`src/shared/hp_misc_cfg_defs.vh`:
```
// constants for the hot plug miscellaneous configuration register
`ifndef HP_MISC_CFG_DEFS_VH
`define HP_MISC_CFG_DEFS_VH
`define CFG_MISC_OFFSET      8'h42
`define CFG_INDEX_OFFSET     8'h50
`define CFG_DATA_OFFSET      8'h54
`define MEM_MISC_OFFSET      8'h02
`define BIT_CHANGE_ID        15
`define BIT_INHIBIT          14
`define BIT_PF_ENABLE        13
`define BIT_APD_LOCK         12
`define BIT_CFG_ACCESS       7
`define BIT_DUMMY_CYCLE      6
`define BIT_BUS_MODE         5
`define MEM_BIT_PF_ENABLE    10
`define MEM_BIT_APD_DISABLE  0
`define MISC_RESET           16'h0000
`define SLOT_COUNT           2
`endif

```
`src/core/wonce_bit.v`:
```
// write-once storage bit cleared only by reset
`timescale 1ns/10ps
module wonce_bit (
   input  wire CLK,
   input  wire ARST_N,
   input  wire wr,
   input  wire din,
   output reg  q
);
   reg done_q;
   always @(posedge CLK or negedge ARST_N) begin
      if (!ARST_N) begin
         q      <= 1'b0;
         done_q <= 1'b0;
      end else if (wr && !done_q) begin
         q      <= din;
         done_q <= 1'b1;
      end
   end
endmodule // wonce_bit

```
`src/core/hotplug_misc_config_reg.v`:
```
// hot plug miscellaneous configuration register with memory-space gating
// What this block does
// - the change-identifier bit is write-once, resets to 0 and does nothing.
// - power-fault error reporting and latch scanning happen only while the enable bit is 1.
// - the power-fault enable bit is one storage seen at config 42h bit 13 and memory 02h bit 10.
// - in parallel modes a slot power fault disconnects bus, clock, power and asserts slot reset.
// - writing the power-fault enable bit to 0 clears all power-fault latches.
// - while the lock bit is 1 the memory auto-power-down disable bit ignores writes.
// - while the access enable bit is 1, memory registers are reached via index 50h and data 54h.
// - the dummy-cycle enable bit is plain storage resetting to 0.
// - bit 5 reads the current PCI-X bus mode.
`timescale 1ns/10ps
`include "hp_misc_cfg_defs.vh"
module hotplug_misc_config_reg (
   input  wire        CLK,
   input  wire        ARST_N,
   input  wire        CFG_WR,
   input  wire        CFG_RD,
   input  wire [7:0]  CFG_ADDR,
   input  wire [3:0]  CFG_BE,
   input  wire [31:0] CFG_WDATA,
   output reg  [31:0] CFG_RDATA,
   input  wire        MEM_WR,
   input  wire        MEM_RD,
   input  wire [7:0]  MEM_ADDR,
   input  wire [31:0] MEM_WDATA,
   output reg  [31:0] MEM_RDATA,
   input  wire        BUS_MODE,
   input  wire        PARALLEL_MODE,
   input  wire [1:0]  POWER_FAULT,
   output reg         SERR_PF,
   output reg  [1:0]  PF_LATCH,
   output reg  [1:0]  SLOT_DISCONNECT,
   output reg  [1:0]  SLOT_RESET_OUTPUT_N,
   output reg         APD_DISABLE
);
   reg         pf_enable_q;
   reg         dummy_cycle_q;
   reg         cfg_access_q;
   reg  [7:0]  index_q;
   reg  [31:0] mem_mirror_q;
   reg  [1:0]  latch_q;
   wire        change_id;
   wire        inhibit;
   wire        apd_lock;
   wire        mode_now;
   wire        hi_wr;
   wire        lo_wr;
   wire        cfg_ind_wr;
   wire        cfg_ind_rd;
   wire        m_wr;
   wire        m_rd;
   wire [7:0]  m_addr;
   wire [31:0] m_wdata;
   wire [15:0] misc_val;
   wire [1:0]  new_fault;
   wire        m_misc_wr;
   wire [1:0]  fault_seen;

   // dword decode of the misc register, which sits in the upper half of 40h
   function misc_hit;
      input [7:0] addr;
      begin
         misc_hit = ((addr & 8'hFC) == (`CFG_MISC_OFFSET & 8'hFC));
      end
   endfunction

   // memory misc word as read, enable and disable bits from their own storage
   function [31:0] mem_view;
      input [31:0] mirror;
      input        pf;
      input        apd;
      begin
         mem_view = {mirror[31:11], pf, mirror[9:1], apd};
      end
   endfunction

   assign mode_now   = BUS_MODE;
   assign hi_wr      = CFG_WR && misc_hit(CFG_ADDR) && CFG_BE[3];
   assign lo_wr      = CFG_WR && misc_hit(CFG_ADDR) && CFG_BE[2];
   assign m_misc_wr  = m_wr && (m_addr == `MEM_MISC_OFFSET);
   assign cfg_ind_wr = CFG_WR && cfg_access_q && (CFG_ADDR == `CFG_DATA_OFFSET);
   assign cfg_ind_rd = CFG_RD && cfg_access_q && (CFG_ADDR == `CFG_DATA_OFFSET);
   assign m_wr       = (MEM_WR || cfg_ind_wr) && !inhibit;
   assign m_rd       = (MEM_RD || cfg_ind_rd) && !inhibit;
   assign m_addr     = cfg_ind_wr || cfg_ind_rd ? index_q : MEM_ADDR;
   assign m_wdata    = cfg_ind_wr ? CFG_WDATA : MEM_WDATA;
   assign misc_val   = {change_id, inhibit, pf_enable_q, apd_lock, 4'h0,
                        cfg_access_q, dummy_cycle_q, mode_now, 5'h00};
   assign new_fault  = POWER_FAULT & {2{pf_enable_q}};
   assign fault_seen = latch_q | new_fault;

   wonce_bit u_change_id (
      .CLK    (CLK),
      .ARST_N (ARST_N),
      .wr     (hi_wr),
      .din    (CFG_WDATA[16+`BIT_CHANGE_ID]),
      .q      (change_id)
   );
   wonce_bit u_inhibit (
      .CLK    (CLK),
      .ARST_N (ARST_N),
      .wr     (hi_wr),
      .din    (CFG_WDATA[16+`BIT_INHIBIT]),
      .q      (inhibit)
   );
   wonce_bit u_apd_lock (
      .CLK    (CLK),
      .ARST_N (ARST_N),
      .wr     (hi_wr),
      .din    (CFG_WDATA[16+`BIT_APD_LOCK]),
      .q      (apd_lock)
   );

   // one storage for the enable bit from both spaces; config wins on a clash
   always @(posedge CLK or negedge ARST_N) begin
      if (!ARST_N) begin
         pf_enable_q <= 1'b0;
      end else if (hi_wr) begin
         pf_enable_q <= CFG_WDATA[16+`BIT_PF_ENABLE];
      end else if (m_misc_wr) begin
         pf_enable_q <= m_wdata[`MEM_BIT_PF_ENABLE];
      end
   end

   always @(posedge CLK or negedge ARST_N) begin
      if (!ARST_N) begin
         cfg_access_q  <= 1'b0;
         dummy_cycle_q <= 1'b0;
      end else if (lo_wr) begin
         cfg_access_q  <= CFG_WDATA[16+`BIT_CFG_ACCESS];
         dummy_cycle_q <= CFG_WDATA[16+`BIT_DUMMY_CYCLE];
      end
   end

   always @(posedge CLK or negedge ARST_N) begin
      if (!ARST_N) begin
         index_q <= 8'h00;
      end else if (CFG_WR && cfg_access_q && CFG_ADDR == `CFG_INDEX_OFFSET) begin
         index_q <= CFG_WDATA[7:0];
      end
   end

   always @(posedge CLK or negedge ARST_N) begin
      if (!ARST_N) begin
         mem_mirror_q <= 32'h00000000;
      end else if (m_misc_wr) begin
         mem_mirror_q <= m_wdata;
      end
   end

   // the lock freezes the disable bit against every later write
   always @(posedge CLK or negedge ARST_N) begin
      if (!ARST_N) begin
         APD_DISABLE <= 1'b0;
      end else if (m_misc_wr && !apd_lock) begin
         APD_DISABLE <= m_wdata[`MEM_BIT_APD_DISABLE];
      end
   end

   // a disabling config write clears at once, a memory disable one cycle later
   always @(posedge CLK or negedge ARST_N) begin
      if (!ARST_N) begin
         latch_q <= 2'b00;
      end else if ((hi_wr && !CFG_WDATA[16+`BIT_PF_ENABLE]) || !pf_enable_q) begin
         latch_q <= 2'b00;
      end else begin
         latch_q <= fault_seen;
      end
   end

   always @(posedge CLK or negedge ARST_N) begin
      if (!ARST_N) begin
         PF_LATCH <= 2'b00;
         SERR_PF  <= 1'b0;
      end else begin
         PF_LATCH <= latch_q;
         SERR_PF  <= |new_fault;
      end
   end

   // parallel modes cut the slot here; serial modes leave it to board logic
   always @(posedge CLK or negedge ARST_N) begin
      if (!ARST_N) begin
         SLOT_DISCONNECT     <= 2'b00;
         SLOT_RESET_OUTPUT_N <= 2'b00;
      end else if (PARALLEL_MODE) begin
         SLOT_DISCONNECT     <= fault_seen;
         SLOT_RESET_OUTPUT_N <= ~fault_seen;
      end else begin
         SLOT_DISCONNECT     <= 2'b00;
         SLOT_RESET_OUTPUT_N <= 2'b11;
      end
   end

   // config read data stands one cycle after the strobe, zero otherwise
   always @(posedge CLK or negedge ARST_N) begin
      if (!ARST_N) begin
         CFG_RDATA <= 32'h00000000;
      end else if (CFG_RD && misc_hit(CFG_ADDR)) begin
         CFG_RDATA <= {misc_val, 16'h0000};
      end else if (CFG_RD && cfg_access_q && CFG_ADDR == `CFG_INDEX_OFFSET) begin
         CFG_RDATA <= {24'h000000, index_q};
      end else if (cfg_ind_rd && m_rd && index_q == `MEM_MISC_OFFSET) begin
         CFG_RDATA <= mem_view(mem_mirror_q, pf_enable_q, APD_DISABLE);
      end else begin
         CFG_RDATA <= 32'h00000000;
      end
   end

   // memory reads give zero while inhibited and for unbacked offsets
   always @(posedge CLK or negedge ARST_N) begin
      if (!ARST_N) begin
         MEM_RDATA <= 32'h00000000;
      end else if (MEM_RD && m_rd && MEM_ADDR == `MEM_MISC_OFFSET) begin
         MEM_RDATA <= mem_view(mem_mirror_q, pf_enable_q, APD_DISABLE);
      end else begin
         MEM_RDATA <= 32'h00000000;
      end
   end
endmodule // hotplug_misc_config_reg

```
`config.mk`:
```
export PLATFORM = sky130hd
export DESIGN_NAME = hotplug_misc_config_reg
export DESIGN_NICKNAME = d
export VERILOG_FILES = /design/src/core/wonce_bit.v /design/src/core/hotplug_misc_config_reg.v
export VERILOG_INCLUDE_DIRS = /design/src /design/src/shared
export SDC_FILE = /design/constraint.sdc
export NUM_CORES = 1
export LEC_CHECK = 0
export ABC_AREA = 1
export BUFFER_PORTS_ARGS = -buffer_cell sky130_fd_sc_hd__buf_2
export CORE_MARGIN = 2
export CORE_UTILIZATION = 45
export DETAILED_ROUTE_END_ITERATION = 16
export GPL_TIMING_DRIVEN = 0
export PLACE_DENSITY = 0.76
export SLEW_MARGIN = 20
export SYNTH_ARGS = -nofsm -noshare
export SYNTH_HDL_FRONTEND = slang
export SYNTH_HIERARCHICAL = 1
export SYNTH_SLANG_ARGS = --single-unit
```
`constraint.sdc`:
```
create_clock -name CLK -period 1.6 [get_ports CLK]
set_clock_uncertainty 0.2 [all_clocks]
set_input_delay 0.08 -clock CLK [delete_from_list [all_inputs] [get_ports CLK]]
set_output_delay 0.08 -clock CLK [all_outputs]
set_load 0.01 [all_outputs]
```
==> results of run 1 <==
-- final cells by class --
class / instances / area [um^2]
Clock buffer: 21 / 459
Clock inverter: 9 / 123
Fill cell: 591 / 2350
Buffer: 16 / 164
Timing Repair Buffer: 272 / 1970
Multi-Input combinational cell: 263 / 1790
Inverter: 71 / 269
Tap cell: 136 / 170
Sequential cell: 121 / 3030
-- critical path: stages, from the launching register on --
cell	delay [ps]
dfrtp_2	410
nand2_2	80
inv_4	70
nand3_4	140
a21oi_4	260
nand3_4	200
buf_6	210
nand2_1	80
o21ai_1	70
-- report_power, final --
group | internal, uW | switching [uW] | total (uW) | leakage [uW]
combinational | 333 | 313 | 645 | 0.00224
sequential | 3150 | 51.2 | 3200 | 0.00163
clock | 2460 | 1320 | 3780 | 0.000289
-- layout by cell type (no fill, tap or decap), types with 2 or more instances in the layout --
master	n
nand2_1	55
buf_2	165
buf_8	4
nor2_2	3
dlygate4sd3_1	83
nor3_1	2
dfrtp_1	120
o21ai_2	12
inv_2	16
buf_6	11
nand3_2	3
a21oi_1	3
nand2_4	7
mux2i_1	27
inv_1	53
nand3_4	3
nand3_1	9
nand4_1	5
nor3_2	11
o21ai_1	26
clkinv_2	5
clkbuf_8	6
nor2_1	43
o21ai_0	6
buf_12	3
clkbuf_16	18
nor3_4	7
mux2_2	7
nand2_2	19
bufinv_16	3
buf_4	14
o22ai_2	9
-- flip-flops by register name, summed over array words and instances (netlist names), 2 cells and up --
name                 flops
CFG_RDATA               32
MEM_RDATA               32
mem_mirror_q            30
index_q                  8
PF_LATCH                 2
SLOT_DISCONNECT          2
SLOT_RESET_OUTPUT_N      2
latch_q                  2
-- per-layer routing --
metal  track usage [%]  vias to the layer above
li1                  -                     2092
met1              30.9                     2268
met2              49.1                      250
met3              5.81                       56
met4              16.5                        0
met5                 0                        -
-- through the flow --
stage | utilization [%] | power [uW] | hold slack, ps | setup TNS (ps) | instances
finish | 77.3 | 7630 | -166 | -12170 | 909
detailed placement | 56.4 | 3650 | -195 | -16140 | 770
CTS | 74.0 | 7510 | -173 | -8630 | 899
floorplan | - | 3390 | -416 | 0 | 470
global placement | 56.1 | 3630 | 103 | -143100 | 769
global route | 77.3 | 7840 | -156 | -15610 | 909
-- timing repair --
action                                  CTS  global route
buffers inserted                         12             8
endpoints found under the setup margin   87           111
resized for setup                        63            63
hold buffers                             83             2
pin swaps                                 4             8
cloned                                    4             2
hold endpoints to repair                189             5
-- how the worst min path moves through the flow --
| stage | slack (ps) | startpoint | end |
|---|---|---|---|
| finish | -170 | MEM_ADDR[7] | MEM_RDATA[31] |
| global route | -160 | MEM_ADDR[7] | MEM_RDATA[31] |
| global placement | 100 | POWER_FAULT[1] | SERR_PF |
| detailed placement | -190 | ARST_N | MEM_RDATA[4] |
| CTS | -170 | MEM_ADDR[7] | MEM_RDATA[31] |
| floorplan | -420 | ARST_N | APD_DISABLE |
-- cell families after synthesis --
family	synth area share [%]
buf+inv	7.50
mux	7.27
flops	63.0
compound gates	6.69
simple gates	15.5
==> metrics.txt, run 1 <==
final instance area=roughly 8000 um^2; pwr dens=956 nW/um^2; Critical Path Sink Type=register; drt total wl=16.4 mm; Post-Syn Instances=470; leakage power=0.00416 uW; Yosys top cell by area=dfrtp_1; full die area=11500 um^2; final hold vios=4; met3 routed WL=1.10 mm; Hold WS=-166 ps; drt first pass iters=5; GRT Overall Usage=27.9%; Tmin final=around 1900 ps; layout cells sized above 1=43.3%; metal2 WL=8.75 mm; IO Pins=between 150 and 200; Ys Warns=6; Worst IR Drop VDD=585 uV; CTS buffer count=17; distinct cell type count after synthesis=27; CP Max Fanout=10; # diodes=0; final setup fails=64; nets@finish=856; top layer in use=met4; total clock sinks=121; clk root buf=clkbuf_8; clk slew on worst S/H paths=60 ps; Wirelength per Cell=approximately 18 um; Cell Rows=37; Final ANT Viol Nets=0; syn_nets=564; area of the core=10300 um^2; Area Overhead vs Synth=66.0%; register bit count reported by yosys=121; Area contributors post-synth=dfrtp_1 (63%), nand2_1 (5.9%), mux2i_1 (5.6%); post-synthesis sequential area ratio=between 60% and 70%; Synth Cell Area=4800 um^2; Die Width=about 110 um; total global routing overflow=0; Post-synth EDFFs=0; Worst-Margin Slew=407 ps; Slew HR=72.8%; GPL Wtd Cong=0.823; FMAX=~0.54 GHz; crit path from=cfg_access_q; Reg-to-Reg Start=cfg_access_q; via count=4666; RSZ-0062 raised after global routing=yes; Longest Clk Path Bufs=2; Critical Path AT=just over 2000 ps; fin crit share=116%; syn avg cell area=10.2 um^2; Hold WC Path Type=in -> reg; vias in the first global route=4843; crit start category=register; failing checks=hold timing, setup timing; Reg-to-Reg End=mem_mirror_q[31]; Synth Flop Type=dfrtp_1; number of port buffers=163; reg2reg path depth=8; Placed Area=5820 um^2; Skew-Pair Late Insertion Delay=520 ps; Initial Util=between 40% and 50%; CTS tree=done; CP endpoint=mem_mirror_q[31]; count leader, synth=dfrtp_1; async set or reset register ratio after synthesis=100%; outcome=finished, violations left; Synth top area share=63.0%; Critical Path RT=1810 ps; setup ws final=-252 ps; DRC=0; H-tree depth=4; register-to-register setup slack=-250 ps; initial antenna violation count=0; max-slew violations=0; DP Worst Slack=-253 ps; first-pass GRT wire length=23.9 mm; hold path depth=5; MaxCap Viol Count=0; placed wire-length estimate=about 8.7 mm; DRT iter0 DRCs=303; Post-synth top cells=dfrtp_1 (121), nand2_1 (76), inv_1 (59); Die Ht=107 um; WL met1=5.84 mm; largest net degree at the start of global routing=between 80 and 90; Via density=5.13; Setup CP Type=reg -> reg
Note: power is estimated with default switching activity, not from simulation.
==> run 2, diff against run 1 <==
--- a/config.mk
+++ b/config.mk
@@ -11,7 +11,7 @@
 export CORE_MARGIN = 2
 export CORE_UTILIZATION = 45
 export DETAILED_ROUTE_END_ITERATION = 16
-export GPL_TIMING_DRIVEN = 0
+export GPL_TIMING_DRIVEN = 1
 export PLACE_DENSITY = 0.76
 export SLEW_MARGIN = 20
 export SYNTH_ARGS = -nofsm -noshare
==> run 2 against run 1 <==
Effect of this change: the flow finishes with violations (setup timing); register-to-register slack hardly changed; combinational power grew 4.7%; sequential power hardly changed; global-route usage shrank 1.9 points; cell count up 2.0%; non-clock buffer count rose by 16; critical endpoint is now pf_enable_q; highest routed layer unchanged.
==> metrics.txt, run 2 (synthesized netlist as in run 1, its figures left out) <==
RSZ-0062 raised after global routing=yes; Tmin final=1860 ps (+7.98 ps); Longest Clk Path Bufs=2 (unchanged); min-delay src=CFG_ADDR[4]; register-to-register setup slack=-260 ps (about the same); initial antenna violation count=1 (+1); Final Power=7410 uW (-2.9%); Slowest Stage Delay on Critical Path=430 ps (+20 ps); GPL Wtd Cong=0.798 (-3.1%); Cell Rows=37 (unchanged); Die Width=107 um (unchanged); total global routing overflow=0 (unchanged); Slew HR=72.9% (about the same); Top Registers=CFG_RDATA (32), MEM_RDATA (32), mem_mirror_q (30); placed wire-length estimate=8.56 mm (-1.3%); CTS buffer count=17 (unchanged); number of port buffers=163 (unchanged); Critical Path Sink Type=register; CTS tree=done; Skew-Pair Late Insertion Delay=520 ps (about the same); Worst-Margin Slew=407 ps (+0.103 ps); leakage power=0.00417 uW (+0.17%); total clock sinks=121 (unchanged); final hold vios=0 (-4); Area Overhead vs Synth=66.9%; Hold WC Path Type=in -> reg; Placed Cells=789 (+2.5%); Min-Delay Endpoint=u_change_id/done_q; pwr dens=924 nW/um^2 (-3.4%); hold path depth=8 (+3); CP Cell Sequence=nand2_1 -> inv_2 -> o21ai_2 -> nand2_2 -> nand3_4 -> buf_4 -> nand3_1 -> nand2_1 -> inv_1; clk root buf=clkbuf_8; Worst path depth=9 (+1); Initial Util=46.5% (unchanged); Critical Path AT=2080 ps (+20 ps); area of the core=10300 um^2 (unchanged); drt first pass iters=6 (+1); largest net degree at the start of global routing=73 (-15%); Most Frequent Cell on Critical Path=nand2_1; clk slew on worst S/H paths=60 ps (about the same); first-pass GRT wire length=22.3 mm (-6.5%); vias in the first global route=4603 (-5.0%); reg2reg path depth=9 (+1); Final ANT Viol Nets=0 (unchanged); nets@finish=872 (+1.9%); CP Max Fanout=5 (-5); Wirelength per Cell=18.3 um (+1.6%); IO Pins=166 (unchanged); H-tree depth=4 (unchanged); crit-path leading delay family=simple AND/OR/NAND/NOR gates; final non-filler cell total=927 (+2.0%); slowest CP cell=dfrtp_1; MaxCap Viol Count=0 (unchanged); fin crit share=116% (+0.50 points); Die Ht=107 um (unchanged); Setup CP Type=reg -> reg; TNS Setup=-11250 ps (+914 ps); layout cells sized above 1=42.9% (-0.43 points); max-slew violations=0 (unchanged); GRT Overall Usage=26.0% (-1.9 points); via count=4788 (+2.6%); outcome=finished, violations left; CP Buf/Inv Count=3 (+1); DRT iter0 DRCs=368 (+21%); Critical Path RT=1820 ps (about the same); final instance area=8020 um^2 (+0.53%); crit start category=register; Reg-to-Reg Start=cfg_access_q; full die area=11500 um^2 (unchanged); drt total wl=17.0 mm (+3.6%); leading cell types in the layout, fill and taps excluded=buf_2 (162), dfrtp_1 (121), dlygate4sd3_1 (91), inv_1 (51), nand2_1 (50); Via density=5.17 (+0.62%); setup ws final=-260 ps (-7.98 ps); Worst IR Drop VDD=610 uV (+4.3%); final setup fails=61 (-4.7%); Placed Area=6070 um^2 (+4.2%); FMAX=0.538 GHz (-0.43%); DRC=0 (unchanged); failing checks=setup timing; Reg-to-Reg End=pf_enable_q; commonest non-fill, non-tap cell in the layout=buf_2
-- run 2: metrics by stage --
step,hold slack (ps),util (%),setup WS (ps)
floorplan,-416,-,25.7
global placement,-112,58.8,-113
detailed placement,-107,58.8,-147
CTS,5.38,74.4,-98.8
global route,45.5,77.7,-300
finish,4.54,77.7,-260
-- run 2: layout make-up --
cell class / instances / area (um^2)
fill: 594 / 2310
inverter: 71 / 273
clock buffer: 24 / 480
timing repair buffer: 304 / 2280
clock inverter: 7 / 67.6
sequential: 121 / 3030
multi-input combinational: 263 / 1710
antenna: 1 / 2.50
tap: 136 / 170
-- run 2: routing by layer --
metal,share of wire (%),GRT usage [%]
met1,36,28.1
met4,4.4,13.9
met2,54,47.0
met3,6.2,5.93
met5,0,0
-- run 2: worst max-delay path by stage --
stage	from	end	slack, ps
floorplan	index_q[3]	mem_mirror_q[22]	30
finish	cfg_access_q	pf_enable_q	-260
global placement	cfg_access_q	pf_enable_q	-110
global route	cfg_access_q	pf_enable_q	-300
CTS	cfg_access_q	mem_mirror_q[13]	-100
detailed placement	MEM_ADDR[5]	mem_mirror_q[6]	-150
-- run 2: worst register-to-register path: stages (launching register included) --
cell and delay (ps):
dfrtp_1 430, nand2_1 100, inv_2 60, o21ai_2 210, nand2_2 170, nand3_4 220
buf_4 160, nand3_1 90, nand2_1 90, inv_1 40
-- run 2: power by group --
| group | leakage [uW] | switching [uW] | internal [uW] |
|---|---|---|---|
| Combinational | 0.00228 | 324 | 352 |
| Clock | 0.000263 | 1330 | 2210 |
| Sequential | 0.00163 | 52.4 | 3150 |
| Total | 0.00417 | 1700 | 5710 |
-- run 2: timing repair --
item	CTS	global route
endpoints found under the setup margin	57	74
buffers inserted	5	5
hold endpoints to repair	233	0
pin swaps	2	8
hold buffers	92	0
resized for setup	25	66
gates cloned	1	4
==> run 3, diff against run 2 <==
--- a/config.mk
+++ b/config.mk
@@ -9,12 +9,11 @@
 export ABC_AREA = 1
 export BUFFER_PORTS_ARGS = -buffer_cell sky130_fd_sc_hd__buf_2
 export CORE_MARGIN = 2
-export CORE_UTILIZATION = 45
+export CORE_UTILIZATION = 46
 export DETAILED_ROUTE_END_ITERATION = 16
 export GPL_TIMING_DRIVEN = 1
 export PLACE_DENSITY = 0.76
 export SLEW_MARGIN = 20
 export SYNTH_ARGS = -nofsm -noshare
 export SYNTH_HDL_FRONTEND = slang
-export SYNTH_HIERARCHICAL = 1
 export SYNTH_SLANG_ARGS = --single-unit
==> run 3 against run 2 <==
Effect of this change: critical endpoint is now mem_mirror_q[13]; setup slack gained 88 ps; highest routed layer is now met5; first-iteration DRC count grew 10%; register-to-register slack gained 90 ps; synthesized cell count grew 11%; critical path depth shrank 1; cell count grew 5.4%; utilization shrank 3.7 points; the run still ends with setup timing left; combinational power shrank 9.3%; sequential power is essentially flat; largest power group unchanged.
==> metrics.txt, run 3 <==
Reg-to-Reg Start=cfg_access_q; total clock sinks=121 (unchanged); outcome=finished, violations left; fin crit share=111% (-5.5 points); Ys Warns=0 (-6); nets@finish=914 (+4.8%); Synth top area share=57.3% (-5.8 points); Final ANT Viol Nets=0 (unchanged); max-slew violations=0 (unchanged); Final Util=74.0% (-3.7 points); Yosys top cell by area=dfrtp_1; area of the core=11300 um^2 (+9.7%); RSZ-0062 raised after global routing=yes; Initial Util=46.7% (+0.18 points); setup ws final=-172 ps (+88.0 ps); Post-synth top cells=dfrtp_1 (121), nand2_1 (69), inv_1 (67); Worst-Margin Slew=517 ps (+110 ps); IO Pins=166 (unchanged); pwr dens=973 nW/um^2 (+5.3%); DRC=0 (unchanged); Wirelength per Cell=17.0 um (-7.2%); drt first pass iters=5 (-1); distinct cell type count after synthesis=33 (+22%); Multi-input gate area=2000 um^2 (+17%); clk root buf=clkbuf_16; Area contributors post-synth=dfrtp_1 (57%), o21ai_2 (6.6%), nand2_1 (4.9%); Via density=5.01 (-3.1%); Filler cells=725 (+22%); Die Width=111 um (+3.6%); layout cells sized above 1=45.7% (+2.8 points); GRT Overall Usage=24.5% (-1.6 points); final non-filler cell total=977 (+5.4%); Area Overhead vs Synth=58.4%; commonest non-fill, non-tap cell in the layout=buf_2; number of port buffers=163 (unchanged); leakage power=0.00417 uW (about the same); crit path from=cfg_access_q; MaxCap Viol Count=0 (unchanged); register-to-register setup slack=-170 ps (+90 ps); async set or reset register ratio after synthesis=100% (unchanged); CTS buffer count=17 (unchanged); CTS tree=done; count leader, synth=dfrtp_1; final hold vios=0 (unchanged); GPL Wtd Cong=0.855 (+7.2%); Tmin final=1770 ps (-88.0 ps); Critical Path AT=1870 ps (-210 ps); Cell Rows=39 (+5.4%); FMAX=0.564 GHz (+5.0%); drt total wl=16.6 mm (-2.2%); placed wire-length estimate=9.28 mm (+8.3%); Post-Syn Instances=522 (+11%); Critical Path RT=1700 ps (-120 ps); register bit count reported by yosys=121 (unchanged); Skew-Pair Late Insertion Delay=410 ps (-110 ps); Hold WC Path Type=in -> reg; Placed Area=6510 um^2 (+7.2%); Top Registers=CFG_RDATA (32), MEM_RDATA (32), mem_mirror_q (30); Longest Clk Path Bufs=2 (unchanged); clk slew on worst S/H paths=50 ps (about the same); initial antenna violation count=2 (+1); syn avg cell area=10.1 um^2 (-0.89%); total global routing overflow=0 (unchanged); vias in the first global route=4910 (+6.7%); leading cell types in the layout, fill and taps excluded=buf_2 (162), dfrtp_1 (120), dlygate4sd3_1 (77), nand2_1 (67), inv_1 (65); CP Max Fanout=6 (+1); Worst IR Drop VDD=781 uV (+28%); Synth Cell Area=5290 um^2 (+10%); Setup CP Type=reg -> reg; first-pass GRT wire length=23.7 mm (+6.2%); Synth Flop Type=dfrtp_1; Die Ht=111 um (+3.6%); final instance area=8380 um^2 (+4.5%); Slew HR=65.6% (-7.3 points); crit start category=register; Final Power=8150 uW (+10%); failing checks=setup timing; final setup fails=60 (-1.6%); syn_nets=616 (+9.2%); min-delay src=MEM_RD; full die area=12400 um^2 (+7.4%); via count=4892 (+2.2%); Reg area=3030 um^2 (about the same); post-synthesis sequential area ratio=57.3% (-5.8 points); Placed Cells=852 (+8.0%); DRT iter0 DRCs=405 (+10%); TNS Setup=-6370 ps (+4890 ps); Critical Path Sink Type=register; largest net degree at the start of global routing=82 (+12%); H-tree depth=4 (unchanged); Post-synth EDFFs=0 (unchanged)
[run 3: final cells by class]
class	count	share of cell area, %
diodes	1	0.0299
clock buffers	20	5.45
clock inverters	12	2.63
inverters	70	3.20
multi-input cells	311	23.9
flip-flops and latches	121	36.2
well taps	143	2.14
repair buffers	299	26.5
[run 3: worst paths after layout]
path	endpoint	cells past startpoint
min in group asynchronous	MEM_RDATA[26]	3
min	MEM_RDATA[0]	4
max	mem_mirror_q[13]	8
max in group asynchronous	CFG_RDATA[7]	3
min reg2reg	PF_LATCH[0]	0
max reg2reg	mem_mirror_q[13]	8
[run 3: logic make-up (layout without fill, tap and decap cells)]
group           after synthesis  after routing  share of synthesized area [%]
compound gates               94             94                           11.9
buf+inv                      91            401                           8.73
flops                       121            121                           57.3
mux                           1              1                          0.213
other cells                   0              1                              0
simple gates                215            216                           21.9
[run 3: per-stage QoR]
stage / worst slack [ps] / hold WS, ps
CTS: -69.7 / 39.7
floorplan: 16.3 / -416
finish: -172 / 4.86
global route: -243 / 59.6
detailed placement: -121 / -45.6
global placement: -77.8 / -56.4
[run 3: layer usage]
| metal | GRT usage [%] | wire, um | up-vias |
|---|---|---|---|
| li1 | - | - | 2242 |
| met1 | 28.1 | 6060 | 2376 |
| met2 | 42.4 | 8790 | 208 |
| met3 | 6.23 | 1010 | 64 |
| met4 | 12.2 | 731 | 2 |
| met5 | 0 | 13 | - |
[run 3: timing repair]
item,4_1_cts,5_1_grt
gates resized for setup,12,48
pin swaps,1,8
hold buffers,76,2
hold endpoints to repair,177,1
buffers inserted,2,6
setup endpoints to repair,55,99
cloned,0,7
[run 3: worst max-delay path, cell delays in order (launching register included)]
cell and delay, ps:
dfrtp_1 370, nand2_1 70, inv_2 90, nand3_4 120
a21oi_4 270, nand3_4 200, clkbuf_16 220, nand2_2 60
o21ai_2 50
[run 3: where the power goes]
| group | leakage [uW] | internal, uW | switching (uW) |
|---|---|---|---|
| Sequential | 0.00164 | 3120 | 48.4 |
| Clock | 0.000330 | 3000 | 1370 |
| Combinational | 0.00221 | 323 | 289 |
| Total | 0.00417 | 6440 | 1710 |
